### src/hdl/lasr_map.svh
// constants for the linear array section readout
// assumes inclusion by bare name from package and design files
`ifndef LASR_MAP_SVH
`define LASR_MAP_SVH
`define LASR_NUM_SECT 5
`define LASR_PIX_PER_SECT 128
`define LASR_IDX_W 7
`define LASR_END_EDGE 129
`endif

### src/hdl/lasr_pkg.sv
// types shared by the linear array section readout
// assumes lasr_map.svh on the include path
`include "lasr_map.svh"
package lasr_pkg;
   // per-section digital view of the analog output
   typedef struct packed
   {
      logic valid;
      logic [`LASR_IDX_W-1:0] pix_idx;
   } lasr_pix_t;
   typedef enum logic [1:0]
   {
      LASR_IDLE = 2'b01,
      LASR_OUT = 2'b10
   } lasr_state_t;
endpackage

### src/hdl/lasr_top.sv
// five-section linear array readout sequencer, one shared clock
// assumes start inputs come from pins or a controller, async to mclk
`timescale 1ns/100ps
`default_nettype none
`include "lasr_map.svh"

// Contract
// RULE_01 - five 128-pixel sections, one shared clock
// RULE_02 - shared clock alone sequences all readout
// RULE_03 - 128-bit shift register selects pixel
// RULE_04 - start high at edge loads a one; the code loads it two clocks later for a start pin, after the synchroniser
// RULE_05 - one pixel per clock in order
// RULE_06 - reset integrator right after its read
// RULE_07 - end pulse on 129th rising edge
// RULE_08 - new start accepted after end pulse
// RULE_09 - serial mode chains end into next start
// RULE_10 - parallel mode end marks end-of-data
// RULE_11 - last end cascades or marks finish
// RULE_12 - analog output high-z outside output phase
// RULE_13 - controller gives single-clock start pulse
// RULE_14 - valid flag and 7-bit pixel index
module lasr_top
   import lasr_pkg::*;
#(
   parameter int NSECT = `LASR_NUM_SECT,
   parameter int NPIX = `LASR_PIX_PER_SECT
)
(
   // clock and reset
   input wire logic mclk,
   input wire logic rstn,
   // serial mode: chain each end pulse into next start
   input wire logic serial_mode,
   // start inputs
   input wire logic start_in_sec1,
   input wire logic start_in_sec2,
   input wire logic start_in_sec3,
   input wire logic start_in_sec4,
   input wire logic start_in_sec5,
   // end outputs
   output logic end_out_sec1,
   output logic end_out_sec2,
   output logic end_out_sec3,
   output logic end_out_sec4,
   output logic end_out_sec5,
   // analog output enables, low while driving
   output logic [NSECT-1:0] pixel_analog_out_oe_n,
   // pixel select and integrator reset, one-hot per section
   output logic [NSECT*NPIX-1:0] pix_select,
   output logic [NSECT*NPIX-1:0] integ_reset,
   // digital view of each section's output
   output var lasr_pix_t [NSECT-1:0] pix_view
);

   // ----------------------------------------
   // parameter check
   // ----------------------------------------
   // port list is fixed at five sections, the index at seven bits
   // refused at elaboration so a bad build never reaches the bench
   generate
      if (NSECT != `LASR_NUM_SECT || NPIX != `LASR_PIX_PER_SECT || NPIX != (1 << `LASR_IDX_W))
      begin : g_bad_param
         $error("lasr_top supports only five sections of 128 pixels");
      end
   endgenerate

   // ----------------------------------------
   // start synchronisation
   // ----------------------------------------
   logic [NSECT-1:0] start_meta_r;
   logic [NSECT-1:0] start_sync_r;
   // serial_mode is a pin too, so it passes the same two flops
   logic serial_meta_r;
   logic serial_sync_r;
   logic [NSECT-1:0] start_pin;
   logic [NSECT-1:0] start_eff;
   logic [NSECT-1:0] end_r;

   assign start_pin = {start_in_sec5, start_in_sec4, start_in_sec3, start_in_sec2, start_in_sec1};

   // trade-off: two clocks of start latency for a clean capture
   always_ff @(posedge mclk or negedge rstn)
   begin
      if (!rstn)
      begin
         start_meta_r <= '0;
         start_sync_r <= '0;
         serial_meta_r <= 1'b0;
         serial_sync_r <= 1'b0;
      end
      else
      begin
         start_meta_r <= start_pin;
         start_sync_r <= start_meta_r;
         serial_meta_r <= serial_mode;
         serial_sync_r <= serial_meta_r;
      end
   end

   // chained end pulses bypass the synchroniser, they already live on mclk
   always_comb
   begin
      start_eff = start_sync_r;
      if (serial_sync_r)
         start_eff[NSECT-1:1] = end_r[NSECT-2:0]; // see RULE_09
   end

   // ----------------------------------------
   // section sequencers
   // ----------------------------------------
   lasr_state_t state_r [NSECT];
   logic [NPIX-1:0] shift_r [NSECT];
   logic [NPIX-1:0] rst_r [NSECT];

   // ----------------------------------------
   // index helper
   // ----------------------------------------
   // one-hot to index, used for the pixel view
   function automatic logic [`LASR_IDX_W-1:0] onehot_idx(input logic [NPIX-1:0] v);
      logic [`LASR_IDX_W-1:0] idx;
      idx = '0;
      for (int i = 0; i < NPIX; i++)
         if (v[i])
            idx = i[`LASR_IDX_W-1:0];
      return idx;
   endfunction

   // every section runs the same sequencer, no state shared between them
   genvar s;
   generate
      for (s = 0; s < NSECT; s++)
      begin : g_sect
         // shift register: the loaded one walks the array, see RULE_02
         always_ff @(posedge mclk or negedge rstn)
         begin
            if (!rstn)
            begin
               shift_r[s] <= '0;
               state_r[s] <= LASR_IDLE;
            end
            else
            begin
               case (state_r[s])
                  // a start seen while reading out is dropped without a sign
                  LASR_IDLE:
                  begin
                     if (start_eff[s])
                     begin
                        shift_r[s] <= {{(NPIX-1){1'b0}}, 1'b1}; // see RULE_03 see RULE_04
                        state_r[s] <= LASR_OUT;
                     end
                  end
                  LASR_OUT:
                  begin
                     shift_r[s] <= shift_r[s] << 1; // see RULE_05
                     // no counter: the walking one itself marks the frame end
                     // free again one edge before the end pulse rises
                     if (shift_r[s][NPIX-1])
                        state_r[s] <= LASR_IDLE; // see RULE_08
                  end
                  default:
                  begin
                     shift_r[s] <= '0;
                     state_r[s] <= LASR_IDLE;
                  end
               endcase
            end
         end

         // integrator reset trails the read by one clock, see RULE_06
         // the reset never overlaps the select of the same pixel
         always_ff @(posedge mclk or negedge rstn)
         begin
            if (!rstn)
               rst_r[s] <= '0;
            else
               rst_r[s] <= shift_r[s];
         end

         // end pulse one edge after the last pixel reaches the pins, see RULE_07
         // taken from the delayed select so it trails the registered pixel outputs
         always_ff @(posedge mclk or negedge rstn)
         begin
            if (!rstn)
               end_r[s] <= 1'b0;
            else
               end_r[s] <= rst_r[s][NPIX-1]; // see RULE_10 see RULE_11
         end

         // outputs registered; oe_n high means high impedance, see RULE_12
         // the pin floats between frames, the external pull-down sets its level
         always_ff @(posedge mclk or negedge rstn)
         begin
            if (!rstn)
            begin
               pixel_analog_out_oe_n[s] <= 1'b1;
               pix_view[s] <= '0;
               pix_select[s*NPIX +: NPIX] <= '0;
               integ_reset[s*NPIX +: NPIX] <= '0;
            end
            else
            begin
               pixel_analog_out_oe_n[s] <= ~(|shift_r[s]);
               pix_view[s].valid <= |shift_r[s]; // see RULE_14
               pix_view[s].pix_idx <= onehot_idx(shift_r[s]);
               pix_select[s*NPIX +: NPIX] <= shift_r[s];
               integ_reset[s*NPIX +: NPIX] <= rst_r[s];
            end
         end
      end
   endgenerate

   // ----------------------------------------
   // end outputs
   // ----------------------------------------
   // in serial mode these still pulse, so a host may watch every section
   // end outputs straight from flops, see RULE_01
   assign end_out_sec1 = end_r[0];
   assign end_out_sec2 = end_r[1];
   assign end_out_sec3 = end_r[2];
   assign end_out_sec4 = end_r[3];
   assign end_out_sec5 = end_r[4];

endmodule
`default_nettype wire

### config.mk
export PLATFORM = sky130hd
export DESIGN_NAME = lasr_top
export DESIGN_NICKNAME = d
export VERILOG_FILES = /design/src/hdl/lasr_pkg.sv /design/src/hdl/lasr_top.sv
export VERILOG_INCLUDE_DIRS = /design/src /design/src/hdl
export SDC_FILE = /design/constraint.sdc
export NUM_CORES = 2
export LEC_CHECK = 0
export BUFFER_PORTS_ARGS = -buffer_cell sky130_fd_sc_hd__buf_2
export CAP_MARGIN = 20
export CORE_AREA = 2 2 522 524
export CTS_BUF_LIST = sky130_fd_sc_hd__clkbuf_8
export DETAILED_ROUTE_END_ITERATION = 7
export DIE_AREA = 0 0 524 526
export REMOVE_ABC_BUFFERS = 1
export SLEW_MARGIN = 20
export SYNTH_ARGS = -nofsm -noshare
export SYNTH_HDL_FRONTEND = slang
export SYNTH_SLANG_ARGS = --single-unit
export TNS_END_PERCENT = 5
### constraint.sdc
create_clock -name mclk -period 2.8 [get_ports mclk]
set_input_delay 0.28 -clock mclk [delete_from_list [all_inputs] [get_ports mclk]]
set_output_delay 0.28 -clock mclk [all_outputs]
set_load 0.1 [all_outputs]
-- Word level (Yosys, flattened, before mapping)
Cells that the tools add are included.
- bits in registers: 1992
- latch bits: 0
- memory bits (writable): 0
- memory bits (read-only): 0
- input bits: 8
- word-level logic and storage cells: 740
- memories kept: 0
- add/sub/neg operators: 0
- multipliers: 0
- div/mod/pow operators: 0
- order comparisons: 0
- equality and inequality tests: 20
- shift-type cells: 0
- multiplexer cells: 661
- bitwise operators: 5
- reductions and logical operators: 10
- operator list (cell ; number):
    2-to-1 mux 7 bit ; 604
    case mux 128 bit (2 select lines) ; 5
    2-to-1 mux 128 bit ; 5
    OR reduction 128 bit ; 5
    2-to-1 mux 5 bit ; 12
    2-to-1 mux 4 bit ; 9
    2-to-1 mux 2 bit ; 12
    != test 2 bit, second input constant ; 10
    case mux 2 bit (2 select lines) ; 5
    2-to-1 mux 3 bit ; 4
    equality test 2 x 1 -> 1 bit, second input constant ; 5
    equality test 2 bit, second input constant ; 5
    AND reduction 2 bit ; 5
    2-to-1 mux 1 bit ; 5
    inverter 1 bit ; 5

-- Logic depth before layout (Yosys ltp)
- depth after elaboration: 127
- mapped depth: 8

-- Worst setup path after synthesis
No wires, ideal clock.
- path kind: register to register
- start point: register shift_r[432] in the netlist's numbering
- end point: register pix_view[15] in the netlist's numbering
- setup time: 0.143 ns
- data arrival time: 2.038 ns
- required time: 2.657 ns
- setup slack: 0.618 ns
- cell stages (with the launch flop): 6
- buffers on the path: 0
- path through: dfrtp_1 -> or4_1 -> nor2_1 -> nand3_1 -> or3_1 -> or4_4
- word-level cells in the longest chain between the ends: 1
- ends and longest elaborated chain (what ; line ; text):
    start, declared ; lasr_top.sv:112 ; logic [NPIX-1:0] shift_r [NSECT];
    start signal, assigned by index ; lasr_top.sv:149 ; shift_r[s] <= {{(NPIX-1){1'b0}}, 1'b1};
    start signal, assigned by index ; lasr_top.sv:155 ; shift_r[s] <= shift_r[s] << 1;
    OR reduction 128 bit ; lasr_top.sv:204 ; pix_view[s].valid <= |shift_r[s];
    end, declared ; lasr_top.sv:52 ; output var lasr_pix_t [NSECT-1:0] pix_view
No other way between the ends.
A chain may end at the register's enable or synchronous reset.

-- Worst setup path after layout
- start point: register shift_r[379] in the netlist's numbering
- end point: register pix_view[17] in the netlist's numbering
- word-level cells in the longest chain between the ends: 5
- ends and longest elaborated chain (what ; line ; text):
    2-to-1 mux 7 bit (5 in series) ; lasr_top.sv:123 ; if (v[i])
No other way between the ends.

==> results.py <==
metrics = {
    "floorplanning": {
        "die_area_um2": 275600,
        "num_io_pins": 1338,
        "placementRows": 191,
        "initial_core_util_pct": 23.74,
        "die_height_um": 526,
        "die_w_um": 524,
        "core-area_um2": 269800,
    },
    "yosys": {
        "synth_most_common_cell": "dfrtp_1",
        "async_flop_share_pct": 100.0,
        "synth.area.top_cells": "dfrtp_1, a22o_1, nor2_1, o21ai_0, nor4_1",
        "synth-edff-count": 0,
        "synth_top_area_cell": "dfrtp_1",
        "yosysUniqueCellTypes": 65,
        "synth.avg_cell_area_um2": 14.56,
        "ys_seq_elements": 1987,
        "synthCells": 4400,
        "ys.flop_type": "dfrtp_1",
        "yosys-top-cells-count": "dfrtp_1, a22o_1, nor2_1, nand2_1, o21ai_0",
        "synth_top_cell_area_share_pct": 77.24,
        "yosysWarningCount": 0,
        "seq_area_frac_synth_pct": 77.65,
        "netlist_area_um2": 64050,
    },
    "routing": {
        "routed_wirelength_mm": 264.8,
        "ant_nets": 0,
        "drc_errors": 0,
        "drt_iter0_drc": 4048,
        "routed-via-count": 45897,
        "dr.pass1.iters": 6,
        "detail_route.wl_per_cell_um": 26.70,
        "viasPerCell": 4.628,
    },
    "sta": {
        "worst_pin_slew_ns": 0.9842,
        "fin_hold_ws_ns": 0.2623,
        "fmax_mhz": 375.8,
        "finClkSkew_ns": 0.07448,
        "rsz0062_at_grt": "false",
        "setup_tns_ns": 0,
        "period_share_pct": 95.04,
        "setup_violations": 0,
        "setup_ws_ns": 0.1389,
        "min_period_ns": 2.661,
        "finalMaxSlewViolations": 0,
        "hold_viol_final": 0,
        "slew_headroom_pct": 34.22,
    },
    "clock_tree": {
        "worstSkewPairLatency_ns": 1.03,
        "cts_buffers": 330,
        "cts_tree": "done",
        "cts.sinks": 1987,
        "root_buffer": "clkbuf_8",
        "path_clk_slew_ns": 0.06,
        "clock_path_buffers": 4,
        "htreeDepth": 5,
        "cts_setup_buffers": 0,
    },
    "global_route": {
        "grt_max_degree": 129,
        "grt_pass1_vias": 46043,
        "grt_pass1_wl_mm": 363.7,
        "antenna_found_initial": 37,
        "grt-ovfl-total": 0,
        "grtUsageTotal_pct": 18.57,
    },
    "run": {
        "maxCapViolCount": 0,
    },
    "cells_and_area": {
        "final_cells": 9918,
        "area_delta_synth_final_pct": 30.16,
        "drive_gt1_share_pct": 31.90,
        "nets": 6083,
    },
    "setup_path": {
        "cp_data_required_time_ns": 3.63,
        "cp_max_fo": 8,
        "critical_path_class": "reg -> reg",
        "arrival_ns": 3.49,
        "critPathLaunchType": "register",
        "endpoint_kind": "register",
    },
    "place": {
        "dp.cells": 9299,
        "portBuffers": 1337,
        "post-place-ws_ns": -0.1782,
        "gp_congestion": 0.9159,
        "dp_hpwl_mm": 201.6,
    },
    "power_and_ir_drop": {
        "cellLeakagePower_nw": 45.30,
        "power.density_nw_per_um2": 743.7,
        "ir_drop_mv": 0.5317,
    },
    "outcome": {
        "status": "complete, no violations",
    },
    "hold_path": {
        "hold_class": "in -> async",
    },
}
[cell families after synthesis]
logic type             after synthesis  synth area share [%]
buffers and inverters              275                 1.641
muxes                                4               0.07032
DFF                               1987                 77.65
and+or+nand+nor                   1017                 7.752
AOI/OAI and AO/OA                 1117                 12.88
[flip-flops by register name (all words and copies together), names as in the netlist]
| signal | count |
|---|---|
| pix_select | 640 |
| shift_r | 640 |
| integ_reset | 635 |
| pix_view | 40 |
| state_r | 10 |
| pixel_analog_out_oe_n | 5 |
| start_meta_r | 5 |
| start_sync_r | 5 |
| end_out_sec1 | 1 |
| end_out_sec2 | 1 |
| end_out_sec3 | 1 |
| end_out_sec4 | 1 |
| end_out_sec5 | 1 |
| serial_meta_r | 1 |
| serial_sync_r | 1 |
[placed cells by master (no fill, tap or decap), drive strengths merged, types with 13 or more instances in the layout]
cell type | Yosys | final
a2111oi | 18 | 18
a211oi | 18 | 18
a21oi | 144 | 144
a22o | 524 | 524
a31oi | 13 | 13
and3 | 17 | 17
buf | 16 | 1474
bufinv | 0 | 13
clkbuf | 128 | 406
clkinv | 0 | 59
dfrtp | 1977 | 1977
dlygate4sd3 | 0 | 13
inv | 131 | 235
nand2 | 232 | 232
nand2b | 38 | 38
nand3 | 43 | 43
nand4 | 32 | 32
nor2 | 302 | 302
nor2b | 22 | 22
nor3 | 105 | 105
nor4 | 168 | 168
o2111ai | 13 | 13
o211ai | 19 | 19
o21ai | 216 | 216
o31ai | 48 | 48
or4 | 28 | 28
[timing repair]
item	4_1_cts	5_1_grt
endpoints found under the hold margin	1799	0
gates resized for setup	2	1
hold buffers	14	0
endpoints found under the setup margin	2	1
cloned	0	0
[per-layer routing]
metal / GRT usage (%) / vias to the layer above / share of wire [%]
li1: - / 19396 / -
met1: 22.09 / 23678 / 38
met2: 28.59 / 2319 / 45
met3: 7.475 / 498 / 11
met4: 9.998 / 6 / 5.9
met5: 0 / - / 0.014
[critical path: stages, from the launching register on]
cell and delay, ns:
dfrtp_1 0.46, or4_1 0.62, a2111oi_0 0.86, buf_4 0.25
o311ai_0 0.13, nand2_1 0.13, a211oi_1 0.05
[power by group]
group	internal, W	switching [W]	total (W)
Combinational	0.00102	0.00488	0.00590
Clock	0.0145	0.0123	0.0268
Sequential	0.0291	0.000257	0.0293
[layout make-up]
type	instances	area, µm²
Sequential cell	1987	49740
Fill cell	27118	186400
Tap cell	3570	4467
Inverter	131	491.7
Clock buffer	406	5588
Clock inverter	187	1341
Antenna cell	12	30.03
Timing Repair Buffer	1487	8361
Multi-Input combinational cell	2138	13350
[path summary, 6_finish.rpt]
check / start / to / slack, ns / cells past startpoint
min in group mclk: pix_select[110] / integ_reset[110] / 0.32 / 0
hold / removal: rstn / integ_reset[348] / 0.26 / 3
setup reg to reg: shift_r[379] / pix_view[17] / 0.14 / 6
max in group asynchronous: rstn / shift_r[210] / 1.75 / 4
setup / recovery: shift_r[379] / pix_view[17] / 0.14 / 6
hold reg to reg: pix_select[110] / integ_reset[110] / 0.32 / 0
[metrics by stage]
stage	util (%)	total power, W	instance area [µm²]
after floorplan	-	0.03272	63490
after global routing	30.89	0.06453	83350
final	30.90	0.06200	83370
after global placement	28.25	0.03565	76230
after CTS	30.89	0.06286	83330
after detailed placement	28.26	0.03574	76230
(Power assumes the default switching activity.)
